<file path="src/hdl/stc_defs.svh">
// Offsets, field positions, reset values and timing counts of the block
`ifndef STC_DEFS_SVH
`define STC_DEFS_SVH
// ==========================================================
// Register access message framing
`define STC_CMD_HEAD       4'h8
`define STC_READ_HEAD      8'h80
`define STC_CFG_ADDR       4'h1
// ==========================================================
// Mode setup field positions
`define STC_BIT_MFD        7
`define STC_BIT_SWAP       5
`define STC_BIT_LOOP       4
`define STC_BIT_SQM        3
`define STC_BIT_CVR        2
`define STC_BIT_MP         1
`define STC_CFG_MASK       8'hbe
`define STC_CFG_RESET      8'h00
// ==========================================================
// Strap codes
`define STC_MODE_TE        2'h0
`define STC_MODE_LTT       2'h1
`define STC_MODE_LTS       2'h2
// ==========================================================
// Timing
`define STC_CLK_MHZ        40
`define STC_WANDER_SHORT_US 25
`define STC_WANDER_LONG_US  50
`define STC_WANDER_SHORT_CYC (`STC_WANDER_SHORT_US * `STC_CLK_MHZ)
`define STC_WANDER_LONG_CYC  (`STC_WANDER_LONG_US * `STC_CLK_MHZ)
`define STC_SYNC_GOOD      2'h2
`endif

</file>
<file path="src/hdl/stc_pkg.sv">
// Types of the transceiver mode setup block
package stc_pkg;
   // ==========================================================
   // Command parser states
   typedef enum logic [2:0] {
      STC_IDLE,
      STC_WR_DATA,
      STC_RD_ADDR,
      STC_RESP_HEAD,
      STC_RESP_DATA
   } stc_state_t;
endpackage : stc_pkg
</file>
<file path="src/hdl/stc_config_reg.sv">
// Transceiver mode setup register with its command parser and effects
`timescale 1ns/100ps
`include "stc_defs.svh"
module stc_config_reg
   import stc_pkg::*;
(
   // Clock and reset
   input  wire logic       clk_in,
   input  wire logic       rst_in,
   // Monitor channel
   input  wire logic [7:0] mon_byte_in,
   input  wire logic       mon_valid_in,
   output logic      [7:0] resp_byte_out,
   output logic            resp_valid_out,
   // Line side events
   input  wire logic [1:0] mode_in,
   input  wire logic       frame_strobe_in,
   input  wire logic       mf_valid_in,
   input  wire logic       mf_err_in,
   input  wire logic       mf_end_in,
   input  wire logic [3:0] s1_in,
   input  wire logic [3:0] s2_in,
   input  wire logic [3:0] q_in,
   input  wire logic       cv_detect_in,
   input  wire logic       external_loop_close_in,
   input  wire logic [11:0] wander_cyc_in,
   // Effects
   output logic            sq_msg_valid_out,
   output logic      [3:0] sq_s1_out,
   output logic      [3:0] sq_s2_out,
   output logic      [3:0] sq_q_out,
   output logic            code_violation_indication_out,
   output logic            wander_warning_a_out,
   output logic            nt_state_machine_out,
   output logic            loop_to_line_out,
   output logic            adaptive_timing_out,
   output logic            mf_generate_out,
   output logic            mf_sync_enable_out,
   output logic            mf_synced_out
);
   // ==========================================================
   // State
   stc_state_t  st_r, st_nxt;
   logic [7:0]  cfg_r, cfg_nxt;      // Written value
   logic [7:0]  act_r, act_nxt;      // Value applied at frame boundary
   logic [7:0]  resp_r, resp_nxt;
   logic        rv_r, rv_nxt;
   logic        sync_r, sync_nxt;
   logic [1:0]  good_r, good_nxt;
   logic        err_r, err_nxt;
   logic [3:0]  ls1_r, ls1_nxt, lq_r, lq_nxt;
   logic        sqv_r, sqv_nxt;
   logic [11:0] s1o_r, s1o_nxt;
   logic        cvi_r, cvi_nxt, ww_r, ww_nxt, over_r, over_nxt;
   logic        lts, ltt, te, mf_on;
   logic [11:0] limit;

   assign lts   = (mode_in == `STC_MODE_LTS);
   assign ltt   = (mode_in == `STC_MODE_LTT);
   assign te    = (mode_in == `STC_MODE_TE);
   assign mf_on = ~act_r[`STC_BIT_MFD];
   // Wander limit picks the shorter window when the bit is set
   assign limit = act_r[`STC_BIT_MP] ? 12'(`STC_WANDER_SHORT_CYC)
                                     : 12'(`STC_WANDER_LONG_CYC);

   // ==========================================================
   // Next state of parser, register and line side effects
   always_comb
   begin
      st_nxt   = st_r;
      cfg_nxt  = cfg_r;
      act_nxt  = act_r;
      resp_nxt = resp_r;
      rv_nxt   = 1'b0;
      sync_nxt = sync_r;
      good_nxt = good_r;
      err_nxt  = err_r;
      ls1_nxt  = ls1_r;
      lq_nxt   = lq_r;
      sqv_nxt  = 1'b0;
      s1o_nxt  = s1o_r;
      cvi_nxt  = 1'b0;
      ww_nxt   = 1'b0;
      over_nxt = over_r;
      // Byte command parser, other addresses are silently dropped
      case (st_r)
         STC_IDLE:
            if (mon_valid_in && mon_byte_in == `STC_READ_HEAD)
               st_nxt = STC_RD_ADDR;
            else if (mon_valid_in && mon_byte_in == {`STC_CMD_HEAD,
                                                     `STC_CFG_ADDR})
               st_nxt = STC_WR_DATA;
         STC_WR_DATA:
            if (mon_valid_in)
            begin
               cfg_nxt = mon_byte_in & `STC_CFG_MASK;
               st_nxt  = STC_IDLE;
            end
         STC_RD_ADDR:
            if (mon_valid_in)
               st_nxt = (mon_byte_in == {4'h0, `STC_CFG_ADDR}) ?
                        STC_RESP_HEAD : STC_IDLE;
         STC_RESP_HEAD:
         begin
            resp_nxt = {`STC_CMD_HEAD, `STC_CFG_ADDR};
            rv_nxt   = 1'b1;
            st_nxt   = STC_RESP_DATA;
         end
         STC_RESP_DATA:
         begin
            // Top bit shows sync state instead of the stored bit
            resp_nxt = {sync_r, cfg_r[6:0]};
            rv_nxt   = 1'b1;
            st_nxt   = STC_IDLE;
         end
         default:
            st_nxt = STC_IDLE;
      endcase
      // Settings switch only on a frame edge, avoiding mid-frame glitches
      if (frame_strobe_in)
         act_nxt = cfg_r;
      // Multiframe synchronisation in terminal modes only
      if (!mf_on || lts)
      begin
         sync_nxt = 1'b0;
         good_nxt = 2'h0;
         err_nxt  = 1'b0;
      end
      else if (mf_valid_in)
      begin
         err_nxt = 1'b0;
         if (!sync_r)
         begin
            good_nxt = good_r + 2'h1;
            if (good_r + 2'h1 == `STC_SYNC_GOOD)
               sync_nxt = 1'b1;
         end
      end
      else if (mf_err_in)
      begin
         good_nxt = 2'h0;
         if (sync_r)
         begin
            err_nxt = 1'b1;
            if (err_r)
               sync_nxt = 1'b0;
         end
      end
      // S/Q messages at most once per multiframe, only with multiframing on
      if (mf_end_in && mf_on)
      begin
         ls1_nxt = s1_in;
         lq_nxt  = q_in;
         if (act_r[`STC_BIT_SQM])
         begin
            sqv_nxt = 1'b1;
            s1o_nxt = {s1_in, s2_in, q_in};
         end
         else if (s1_in != ls1_r || q_in != lq_r)
         begin
            sqv_nxt = 1'b1;
            s1o_nxt = {s1_in, 4'h0, q_in};
         end
      end
      // Violation indication per detected violation
      cvi_nxt = cv_detect_in & act_r[`STC_BIT_CVR];
      // Warning on the rising crossing, data path is left untouched
      over_nxt = ltt && (wander_cyc_in > limit);
      ww_nxt   = over_nxt & ~over_r;
   end

   // ==========================================================
   // Registers
   always_ff @(posedge clk_in)
   begin
      if (rst_in)
      begin
         st_r   <= STC_IDLE;
         cfg_r  <= `STC_CFG_RESET;
         act_r  <= `STC_CFG_RESET;
         resp_r <= 8'h00;
         rv_r   <= 1'b0;
         sync_r <= 1'b0;
         good_r <= 2'h0;
         err_r  <= 1'b0;
         ls1_r  <= 4'h0;
         lq_r   <= 4'h0;
         sqv_r  <= 1'b0;
         s1o_r  <= 12'h000;
         cvi_r  <= 1'b0;
         ww_r   <= 1'b0;
         over_r <= 1'b0;
         nt_state_machine_out <= 1'b0;
         loop_to_line_out     <= 1'b0;
         adaptive_timing_out  <= 1'b0;
         mf_generate_out      <= 1'b0;
         mf_sync_enable_out   <= 1'b0;
      end
      else
      begin
         st_r   <= st_nxt;
         cfg_r  <= cfg_nxt;
         act_r  <= act_nxt;
         resp_r <= resp_nxt;
         rv_r   <= rv_nxt;
         sync_r <= sync_nxt;
         good_r <= good_nxt;
         err_r  <= err_nxt;
         ls1_r  <= ls1_nxt;
         lq_r   <= lq_nxt;
         sqv_r  <= sqv_nxt;
         s1o_r  <= s1o_nxt;
         cvi_r  <= cvi_nxt;
         ww_r   <= ww_nxt;
         over_r <= over_nxt;
         nt_state_machine_out <= lts & act_r[`STC_BIT_SWAP];
         loop_to_line_out <= external_loop_close_in
                             & act_r[`STC_BIT_LOOP];
         // Only line side reads this bit as bus setup
         adaptive_timing_out <= lts & act_r[`STC_BIT_MP] & ~te;
         mf_generate_out    <= lts & mf_on;
         mf_sync_enable_out <= ~lts & mf_on;
      end
   end

   // ==========================================================
   // Outputs
   assign resp_byte_out  = resp_r;
   assign resp_valid_out = rv_r;
   assign mf_synced_out  = sync_r;
   assign sq_msg_valid_out = sqv_r;
   assign sq_s1_out = s1o_r[11:8];
   assign sq_s2_out = s1o_r[7:4];
   assign sq_q_out  = s1o_r[3:0];
   assign code_violation_indication_out = cvi_r;
   assign wander_warning_a_out = ww_r;

   // ==========================================================
   // Checks
   a_reset_clear: assert property (@(posedge clk_in)
      rst_in |=> cfg_r == 8'h00 && act_r == 8'h00)
      else $error("register not cleared by reset");
   a_resp_pair: assert property (@(posedge clk_in) disable iff (rst_in)
      $rose(rv_r) |-> resp_r == 8'h81 ##1 rv_r && resp_r[7] == $past(sync_r))
      else $error("read answer malformed");
   a_write_store: assert property (@(posedge clk_in) disable iff (rst_in)
      st_r == STC_WR_DATA && mon_valid_in
      |=> cfg_r == ($past(mon_byte_in) & 8'hbe))
      else $error("write not stored");
   a_sync_off: assert property (@(posedge clk_in) disable iff (rst_in)
      act_r[7] |=> !sync_r)
      else $error("sync while multiframing disabled");
   a_sq_quiet: assert property (@(posedge clk_in) disable iff (rst_in)
      act_r[7] && $past(act_r[7]) |-> !sqv_r)
      else $error("S/Q message while disabled");
   a_s2_absent: assert property (@(posedge clk_in) disable iff (rst_in)
      sqv_r && !$past(act_r[3]) |-> sq_s2_out == 4'h0)
      else $error("S2 in non-auto mode");
   a_cv_follow: assert property (@(posedge clk_in) disable iff (rst_in)
      cv_detect_in && act_r[2] |=> code_violation_indication_out)
      else $error("violation not reported");
   a_apply_edge: assert property (@(posedge clk_in) disable iff (rst_in)
      !frame_strobe_in |=> act_r == $past(act_r))
      else $error("setting changed off frame boundary");
   a_te_ignore: assert property (@(posedge clk_in) disable iff (rst_in)
      te |-> ##1 !ww_r && !adaptive_timing_out)
      else $error("multi-purpose bit used in TE");
   a_sync_gain: assert property (@(posedge clk_in) disable iff (rst_in)
      !sync_r ##1 sync_r |-> $past(mf_valid_in))
      else $error("sync without valid multiframe");
   c_read: cover property (@(posedge clk_in) rv_r ##1 rv_r);
   c_sync: cover property (@(posedge clk_in) $rose(sync_r));
   c_sq: cover property (@(posedge clk_in) sqv_r && act_r[3]);
   c_warn: cover property (@(posedge clk_in) ww_r);
endmodule : stc_config_reg

</file>
<file path="config.mk">
export PLATFORM = sky130hd
export DESIGN_NAME = stc_config_reg
export DESIGN_NICKNAME = d
export VERILOG_FILES = /design/src/hdl/stc_pkg.sv /design/src/hdl/stc_config_reg.sv
export VERILOG_INCLUDE_DIRS = /design/src /design/src/hdl
export SDC_FILE = /design/constraint.sdc
export NUM_CORES = 1
export LEC_CHECK = 0
export BUFFER_PORTS_ARGS = -buffer_cell sky130_fd_sc_hd__buf_2
export CAP_MARGIN = 20
export CORE_UTILIZATION = 50
export DETAILED_ROUTE_END_ITERATION = 10
export GPL_TIMING_DRIVEN = 0
export PLACE_DENSITY = 0.75
export SETUP_SLACK_MARGIN = 0.15
export SYNTH_ARGS = -nofsm -noshare
export SYNTH_HDL_FRONTEND = slang
export SYNTH_SLANG_ARGS = --single-unit
</file>
<file path="constraint.sdc">
create_clock -name clk_in -period 1.6 [get_ports clk_in]
set_input_delay 0.32 -clock clk_in [delete_from_list [all_inputs] [get_ports clk_in]]
set_output_delay 0.32 -clock clk_in [all_outputs]
set_load 0.1 [all_outputs]
</file>
==> results of run 1 <==
repair_timing:
action                     4_1_cts  5_1_grt
setup buffers                    0        5
pin swaps                        3       10
setup endpoints to repair       36       30
gates resized for setup         19       48
worst min path at each step:
stage	cells past startpoint	endpoint	slack (ps)	startpoint
after detailed placement	1	wander_warning_a_out$_SDFF_PP0_	400	over_r$_SDFF_PP0_
after global routing	3	loop_to_line_out$_SDFF_PP0_	200	external_loop_close_in
after floorplan	1	wander_warning_a_out$_SDFF_PP0_	380	over_r$_SDFF_PP0_
final	3	code_violation_indication_out$_SDFF_PP0_	210	cv_detect_in
after global placement	1	wander_warning_a_out$_SDFF_PP0_	390	over_r$_SDFF_PP0_
after CTS	3	code_violation_indication_out$_SDFF_PP0_	200	cv_detect_in
metal layers:
layer	global-route usage	vias up
met5	0	-
li1	-	1230
met3	0.0727	7
met1	0.308	1164
met4	0.0662	0
met2	0.364	102
logic make-up (layout without fill, tap and decap cells):
kind of cell    after synthesis  after routing  synth area share
xor+xnor                      8              8            0.0273
buf+inv                      26            109            0.0424
flops                        56             56             0.437
fa+ha+maj                     5              5            0.0244
other cells                   1              1           0.00146
mux                          12             12            0.0468
compound gates               63             63             0.150
simple gates                130            130             0.270
power by group:
group / switching [mW] / total (mW) / leakage (nW) / internal [mW]
clock: 0.503 / 0.823 / 0.0452 / 0.321
sequential: 0.0343 / 1.49 / 0.459 / 1.46
combinational: 0.551 / 0.811 / 0.913 / 0.260
cells in the final DEF, fill, tap and decap left out, drive strengths merged, types with 2 or more instances in the layout:
master  instances
mux2i          12
and4            2
a21oi          28
nor3b           9
nand2b          3
nand3          11
a31oi           4
xor2            3
o21ai           9
inv             9
nor2           36
nor4            7
nand4          10
a211oi          5
xnor2           5
clkbuf         23
nor4b           2
nor2b          15
a22oi           9
dfxtp          56
ha              5
a221oi          2
o21a            2
nor3            4
or3             2
buf            76
nand2          23
and2            3
state kept, by name (all words and copies together), names as in the netlist, 2 cells and up:
register       flops
st_r               3
s1o_r             12
ls1_r              4
resp_byte_out      7
lq_r               4
act_r              6
good_r             2
cfg_r              6
layout make-up:
class / count / area (µm²) / share of cell area
Inverter: 7 / 26.3 / 0.00770
Buffer: 19 / 104 / 0.0304
Sequential cell: 56 / 1130 / 0.332
Timing Repair Buffer: 75 / 430 / 0.126
Multi-Input combinational cell: 219 / 1540 / 0.452
Clock buffer: 5 / 68.8 / 0.0202
Clock inverter: 3 / 25.0 / 0.00734
Tap cell: 67 / 83.8 / 0.0246
critical path: stages, from the launching register on:
cell     delay [ps]
dfxtp_2         340
xor2_2          160
or3_4           400
buf_8           160
a22oi_2         170
nand3_1          90
stage by stage:
step / area, µm² / hold slack (ps) / setup TNS [ps] / util / worst slack (ps)
finish: 3410 / 207 / 0 / 0.708 / 183
global route: 3410 / 204 / 0 / 0.708 / 100
CTS: 3150 / 202 / 0 / 0.654 / 147
detailed placement: 3000 / 399 / -4790 / 0.623 / -202
global placement: 3000 / 387 / -3760 / 0.623 / -206
floorplan: 2570 / 375 / 0 / - / 182
==> results.md, run 1 <==
- Maximum buffer depth of the clock tree: 2
- Slew Limit Fails: 0
- Initial antenna violation count: 0
- Die height: 73.6 µm
- P&R area growth vs syn: 33.0%
- Core area: 4820 µm²
- Mapped Area: approximately 2600 µm²
- Post-synth EDFFs: 0
- Metal3 WL: about 500 µm
- Reg2reg end: s1o_r[9]$_SDFFE_PP0P_
- Clock insertion delay at the later pin of the skew report: 320 ps
- Part of the cycle the worst path needs: 0.886
- Post-cts hold buffer count: 0
- Top cell type's share of synthesized area: 0.437
- Die ar.: 5420 µm²
- Register bit count reported by yosys: 56
- Post-Synthesis Cells: approximately 300
- Fill cells: between 300 and 400
- N_diodes: 0
- Outcome: complete, no violations
- Total Power: approximately 3.1 mW
- Ys async rst share: 0
- Worst setup SP type: flip-flop
- Fmax: around 710 MHz
- R2r startpoint: lq_r[2]$_SDFFE_PP0P_
- First-pass GRT wire length: around 9800 µm
- Setup Viol. Count Final: 0
- CTS tree: done
- Worst Setup Path Type: flip-flop to flip-flop
- Power Density: between 900 and 1000 nW/µm²
- CP Capture Point: s1o_r[9]$_SDFFE_PP0P_
- Vias in the first global route: between 2,000 and 2,500
- Post-route ant nets: 0
- TritonCTS Sinks: 56
- Top Metal Used: met4
- Max-cap violations: 0
- Crit. End Element: flip-flop
- Largest net degree at the start of global routing: 20
- Crit. Startpoint: lq_r[2]$_SDFFE_PP0P_
- Top_reg_cell synth: dfxtp_1
- Total GRT Usage: 0.232
- DRT Wirelength: between 6000 and 7000 µm
- Detailed placement HPWL: around 4300 µm
- Crit Path Max Fanout: 8
- Avg Cell Area, Syn: 8.52 µm²
- Final Non-Filler Cells: about 450
- Synth cell types: 43
- Drt drc: 0
- Cells on worst reg2reg path: 5
- Fin nets: about 430
- Post-synth top cells: dfxtp_1 (56), nor2_1 (36), a21oi_1 (28)
- Via count: between 2,000 and 3,000
- Max IR drop VDD: between 0.6 and 0.7 mV
- Critical path required time: approximately 1800 ps
- Placed Cells: 438
- Setup repair after global routing missed its margin: true
- Ports: 73
- Top post-synthesis cells by area: dfxtp_1 (44%), a21oi_1 (5.5%), nor2_1 (5.3%)
- Slew margin rel.: 0.650
- Sequential fraction of the synthesis area: 0.437
- Worst min path class: input port to flip-flop
- Share of layout cells above drive strength 1: 0.367
- Clk root buf: clkbuf_8
- Synthesized Nets: about 350
- Crit path time final: about 1400 ps
- Final hold viol count: 0
- Leak: ~1.4 nW
- R2R Setup Slk: about 180 ps
- Arrival @ worst endpoint: 1630 ps
- GPL Wtd Cong: between 0.8 and 0.9
- X dimension of the die: ~74 µm
- Gr ovfl total: 0
- Clk pin slew, worst setup/hold paths: 110 ps
- # port buffers: 70
- CTS H-Tree Depth: 2
- Most numerous cell in the Yosys netlist: dfxtp_1
- Clock buffers created by TritonCTS: 5
- DR iter-0 viols: approximately 140
- Vias/cell: approximately 5.5
- Actual slew at the worst max-slew pin: between 500 and 600 ps
- Max Clock Skew: about 11 ps
- DR WL/cell: around 14 µm
- Initial Utilization: 0.532
- DR pass1 iterations: 4
- Largest area contributor in the netlist: dfxtp_1
- Synth Warn #: 0
- Met1 WL: 2810 µm
- Std-Cell Rows: 25
- Met2 Wirelength: between 3000 and 4000 µm
No activity file was read; power rests on OpenSTA's default activity.
==> inputs of run 2 (changes only) <==
Settings changed: CORE_UTILIZATION 50 to 30, PLACE_DENSITY 0.75 to 0.49.
==> run 2 against run 1 <==
Worst setup slack got worse by 30 ps; final area rose by 1.7%; die area rose by 65%; largest cell class unchanged.
==> results.md, run 2 (synthesis gave the netlist of run 1 again) <==
- Setup repair after global routing missed its margin: true (unchanged)
- Critical path required time: 1820 ps (was 1810 ps)
- Crit path time final: 1450 ps (was 1420 ps)
- P&R area growth vs syn: 35.2% (was 33.0%)
- Slew margin rel.: 0.615 (was 0.650)
- Share of layout cells above drive strength 1: 0.352 (was 0.367)
- Post-cts hold buffer count: 0 (unchanged)
- DR iter-0 viols: 75 (was 137)
- DR pass1 iterations: 4 (unchanged)
- Fill cells: 844 (was 397)
- GPL Wtd Cong: 0.777 (was 0.807)
- X dimension of the die: 94.5 µm (was 73.6 µm)
- TritonCTS Sinks: 56 (unchanged)
- N_diodes: 0 (unchanged)
- CTS tree: done (unchanged)
- Maximum buffer depth of the clock tree: 2 (unchanged)
- Ports: 73 (unchanged)
- Most common cell after layout, fill and taps aside: buf_2 (unchanged)
- Clock insertion delay at the later pin of the skew report: 320 ps (about the same)
- Clock buffers created by TritonCTS: 5 (unchanged)
- Core area: 8260 µm² (was 4820 µm²)
- Die height: 94.5 µm (was 73.6 µm)
- Max-cap violations: 0 (unchanged)
- DRT Wirelength: 6890 µm (was 6400 µm)
- Worst min path class: input port to flip-flop (unchanged)
- Final design instance area without fill: 3470 µm² (was 3410 µm²)
- Die ar.: 8920 µm² (was 5420 µm²)
- Initial Utilization: 0.311 (was 0.532)
- Most frequent cells in the layout: buf_2 (57), dfxtp_1 (50), nor2_1 (35), a21oi_1 (27), nand2_1 (22) (was buf_2 (65), dfxtp_1 (49), nor2_1 (35), a21oi_1 (26), nand2_1 (22))
- Max Clock Skew: 5.59 ps (was 11.2 ps)
- DR WL/cell: 14.2 µm (about the same)
- Part of the cycle the worst path needs: 0.904 (was 0.886)
- Setup Viol. Count Final: 0 (unchanged)
- Gr ovfl total: 0 (unchanged)
- CTS H-Tree Depth: 2 (unchanged)
- Detailed placement HPWL: 4870 µm (was 4300 µm)
- Fin nets: 428 (was 431)
- Crit Path Max Fanout: 8 (unchanged)
- First-pass GRT wire length: 11,000 µm (was 9760 µm)
- Std-Cell Rows: 33 (was 25)
- Crit. End Element: flip-flop (unchanged)
- Max IR drop VDD: 0.489 mV (was 0.602 mV)
- Clk root buf: clkbuf_8 (unchanged)
- Largest net degree at the start of global routing: 21 (was 20)
- Via count: 2,400 (was 2,503)
- Final hold viol count: 0 (unchanged)
- Actual slew at the worst max-slew pin: 577 ps (was 525 ps)
- Power Density: 917 nW/µm² (about the same)
- Fmax: 691 MHz (was 706 MHz)
- Outcome: complete, no violations (unchanged)
- Post-route ant nets: 0 (unchanged)
- Drt drc: 0 (unchanged)
- # port buffers: 70 (unchanged)
- Worst setup margin: 153 ps (was 183 ps)
- Vias in the first global route: 2,304 (was 2,179)
- Arrival @ worst endpoint: 1670 ps (was 1630 ps)
- Placed inst area: 3050 µm² (was 3000 µm²)
- Max FFs per register: 12 (unchanged)
- Hold slack: 203 ps (was 207 ps)
- Vias/cell: 4.94 (was 5.55)
- Register with the most flip-flops: s1o_r (unchanged)
- Initial antenna violation count: 0 (unchanged)
- Worst setup SP type: flip-flop (unchanged)
- Clk pin slew, worst setup/hold paths: 120 ps (was 110 ps)
- Leak: 1.42 nW (about the same)
- Setup WS pre-CTS: -262 ps (was -202 ps)
- Slew Limit Fails: 0 (unchanged)
- Worst Setup Path Type: flip-flop to flip-flop (unchanged)
- Total GRT Usage: 0.157 (was 0.232)
run 2: cell count changes in the layout (fill, tap and decap cells not counted), moves of 3 or more:
cell      change
clkbuf_4      +3
a22oi_1       +3
buf_4         +4
buf_2         -8
a22oi_2       -3
run 2: per-stage QoR:
step	power, mW	util	std cells	setup TNS (ps)
2_1_floorplan	2.05	-	301	0
3_3_place_gp	2.23	0.369	476	-5210
3_5_place_dp	2.23	0.369	476	-6000
4_1_cts	3.13	0.391	485	0
5_1_grt	3.33	0.420	486	0
6_report	3.18	0.420	486	0
run 2: metal layers:
layer / global-route usage / up-vias / share of wire / wire length (µm)
li1: - / 1219 / - / -
met2: 0.248 / 64 / 0.45 / 3120
met5: 0 / - / 0 / 0
met1: 0.209 / 1113 / 0.48 / 3290
met4: 0.0455 / 0 / 0.0094 / 65
met3: 0.0443 / 4 / 0.061 / 419
run 2: layout make-up:
cell class                      instances  area (µm²)  area share
Buffer                                 19         116      0.0336
Clock buffer                            5        68.8      0.0198
Clock inverter                          3        28.8     0.00830
Inverter                                7        28.8     0.00830
Multi-Input combinational cell        219        1540       0.445
Sequential cell                        56        1130       0.326
Tap cell                              105         131      0.0379
Timing Repair Buffer                   72         420       0.121
run 2: power breakdown:
part | total (mW) | switching (mW) | internal (mW)
Clock | 0.872 | 0.539 | 0.333
Sequential | 1.49 | 0.0343 | 1.46
Combinational | 0.816 | 0.548 | 0.268
run 2: path summary, 6_finish.rpt:
kind,startpoint,end,slack [ps],cells after the start
max,lq_r[3]$_SDFFE_PP0P_,s1o_r[9]$_SDFFE_PP0P_,150,5
min,cv_detect_in,code_violation_indication_out$_SDFF_PP0_,200,3
max reg2reg,lq_r[3]$_SDFFE_PP0P_,s1o_r[9]$_SDFFE_PP0P_,150,5
min reg2reg,over_r$_SDFF_PP0_,wander_warning_a_out$_SDFF_PP0_,420,1
run 2: repair_timing:
item	CTS	global route
setup endpoints to repair	50	41
pin swaps	3	11
setup buffers	1	1
resized for setup	25	55
run 2: worst max-delay path: stages, from the launching register on:
cell	delay, ps
dfxtp_2	350
xor2_2	160
or3_4	400
buf_8	150
a22oi_1	180
nand3_1	100
==> inputs of run 3 (changes only) <==
Settings changed: HOLD_SLACK_MARGIN set to 0.1, PLACE_DENSITY 0.49 to 0.51.
Clock period 1.6 ns to 1.3 ns, I/O delays scaled along.
==> run 3 against run 2 <==
The run now ends with negative setup slack left; sequential share of layout area down 5.6 points; final area up 27%; critical path depth unchanged; final cell count up 6.0%; non-clock buffer count up 29; sequential cell count unchanged; combinational power up 81%; count of clock-buffer cells in the layout unchanged; worst setup slack worse by 270 ps; wire length up 12%.
==> results.md, run 3 (synthesis gave the netlist of run 1 again) <==
- X dimension of the die: 94.5 µm (unchanged)
- Met2 usage: 0.266 (was 0.248)
- Clk root buf: clkbuf_8 (unchanged)
- Failing checks: negative setup slack
- Slew Limit Fails: 0 (unchanged)
- Std-Cell Rows: 33 (unchanged)
- N_diodes: 0 (unchanged)
- Setup WS pre-CTS: -509 ps (was -262 ps)
- Share of layout cells above drive strength 1: 0.568 (was 0.352)
- GR peak layer: met2 (unchanged)
- Die height: 94.5 µm (unchanged)
- Final hold viol count: 0 (unchanged)
- CP bufs+invs: 2 (was 1)
- Gr ovfl total: 0 (unchanged)
- Slew margin rel.: 0.652 (was 0.615)
- Die ar.: 8920 µm² (unchanged)
- Initial antenna violation count: 1 (was 0)
- Outcome: finished with violations (was complete, no violations)
- Arrival @ worst endpoint: 1660 ps (was 1670 ps)
- Vias/cell: 5.04 (was 4.94)
- Part of the cycle the worst path needs: 1.09 (was 0.904)
- Setup repair after global routing missed its margin: true (unchanged)
- Via count: 2,595 (was 2,400)
- Fill cells: 746 (was 844)
- Max FFs per register: 12 (unchanged)
- DR pass1 iterations: 4 (unchanged)
- # port buffers: 70 (unchanged)
- Most common cell after layout, fill and taps aside: buf_2 (unchanged)
- CTS tree: done (unchanged)
- Clock insertion delay at the later pin of the skew report: 320 ps (about the same)
- Most frequent cells in the layout: buf_2 (43), dfxtp_2 (30), buf_12 (28), nor2_1 (24), buf_4 (23) (was buf_2 (57), dfxtp_1 (50), nor2_1 (35), a21oi_1 (27), nand2_1 (22))
- Crit. End Element: flip-flop (unchanged)
- Max stage delay cell, worst path: or3b_1 (was or3_4)
- Critical path's top delay family: simple AND/OR/NAND/NOR gates (unchanged)
- Critical path required time: 1540 ps (was 1820 ps)
- P&R area growth vs syn: 72.1% (was 35.2%)
- Power Density: 989 nW/µm² (was 917 nW/µm²)
- Fin nets: 457 (was 428)
- Post-route ant nets: 0 (unchanged)
- Worst setup margin: -119 ps (was 153 ps)
- Register with the most flip-flops: s1o_r (unchanged)
- Placed Cells: 476 (unchanged)
- Hold slack: 137 ps (was 203 ps)
- Post-cts hold buffer count: 0 (unchanged)
- Largest net degree at the start of global routing: 20 (was 21)
- Actual slew at the worst max-slew pin: 523 ps (was 577 ps)
- Total Power: 4.37 mW (was 3.18 mW)
- Core area: 8260 µm² (unchanged)
- Leak: 1.73 nW (was 1.42 nW)
- Clk pin slew, worst setup/hold paths: 120 ps (about the same)
- M3 GR Usage: 0.0451 (was 0.0443)
- Worst min path class: input port to flip-flop (unchanged)
- TritonCTS Sinks: 56 (unchanged)
- Max-cap violations: 0 (unchanged)
- DRT Wirelength: 7690 µm (was 6890 µm)
- Crit path time final: 1420 ps (was 1450 ps)
- Total GRT Usage: 0.163 (was 0.157)
- DR iter-0 viols: 82 (was 75)
- Max IR drop VDD: 0.472 mV (was 0.489 mV)
- Max Clock Skew: 10.0 ps (was 5.59 ps)
- Critical Path Max Stage Delay: 370 ps (was 400 ps)
- Worst Setup Path Type: flip-flop to flip-flop (unchanged)
- Ports: 73 (unchanged)
- Final Non-Filler Cells: 515 (was 486)
- Maximum buffer depth of the clock tree: 2 (unchanged)
- GPL Wtd Cong: 0.766 (was 0.777)
- CTS H-Tree Depth: 2 (unchanged)
- Sequential Area: 1190 µm² (was 1130 µm²)
- Vias in the first global route: 2,386 (was 2,304)
- Detailed placement HPWL: 4870 µm (about the same)
- Area of the multi-input gates: 1750 µm² (was 1540 µm²)
- Met1 GRT Util: 0.206 (was 0.209)
- Worst setup SP type: flip-flop (unchanged)
- CP cell instances: buf_8 -> buf_6 -> nor3_4 -> or3b_1 -> a221oi_2 (was xor2_2 -> or3_4 -> buf_8 -> a22oi_1 -> nand3_1)
- Clock buffers created by TritonCTS: 5 (unchanged)
- DR WL/cell: 14.9 µm (was 14.2 µm)
- Initial Utilization: 0.311 (unchanged)
- Crit Path Max Fanout: 4 (was 8)
- Fmax: 705 MHz (was 691 MHz)
- First-pass GRT wire length: 11,400 µm (was 11,000 µm)
- Setup Viol. Count Final: 20 (was 0)
- Drt drc: 0 (unchanged)
==> run 3: changes by cell type in the layout (fill, tap and decap cells not counted), moves of 11 or more <==
cell and delta:
buf_2 -14, nor2_1 -11, dfxtp_1 -33, clkbuf_4 -11
dfxtp_2 +25, buf_4 +11, buf_6 +12, buf_12 +27
==> run 3: repair_timing <==
item / 4_1_cts / 5_1_grt
buffers inserted: 15 / 16
setup endpoints to repair: 77 / 66
gates resized for setup: 151 / 96
pin swaps: 22 / 28
==> run 3: worst min-delay path: stages <==
cell and delay, ps:
buf_2 90, nand2_1 50, nor2_1 30
==> run 3: final cells by class <==
class                   instances  area share
inverters                       7     0.00652
well taps                     105      0.0298
plain buffers                  19      0.0391
multi-input cells             219       0.395
clock inverters                 3     0.00567
clock buffers                   5      0.0156
flip-flops and latches         56       0.270
repair buffers                101       0.238
==> run 3: worst paths after layout <==
path	start	endpoint	slack [ps]	cells after the start
hold / removal	cv_detect_in	code_violation_indication_out$_SDFF_PP0_	140	3
hold reg to reg	over_r$_SDFF_PP0_	wander_warning_a_out$_SDFF_PP0_	430	1
setup / recovery	st_r[1]$_SDFFE_PP0P_	st_r[1]$_SDFFE_PP0P_	-120	5
setup reg to reg	st_r[1]$_SDFFE_PP0P_	st_r[1]$_SDFFE_PP0P_	-120	5
==> run 3: per-stage QoR <==
step / area (µm²) / util / TNS (ps)
global route: 4420 / 0.535 / -2610
finish: 4420 / 0.535 / -1300
detailed placement: 3130 / 0.379 / -13020
floorplan: 2650 / - / -328
CTS: 3910 / 0.474 / -1180
global placement: 3130 / 0.379 / -12500
==> run 3: layer usage <==
metal  vias up  wire length, µm  share of wire
met5         -                0              0
met4         0              145          0.019
met3        13              413          0.054
met2        65             3750           0.49
met1      1236             3380           0.44
li1       1281                -              -
==> run 3: where the power goes <==
group	switching (mW)	leakage [nW]	internal, mW
registers	0.0693	0.475	1.79
logic	0.821	1.21	0.656
clock network	0.635	0.0452	0.395
total	1.53	1.73	2.84
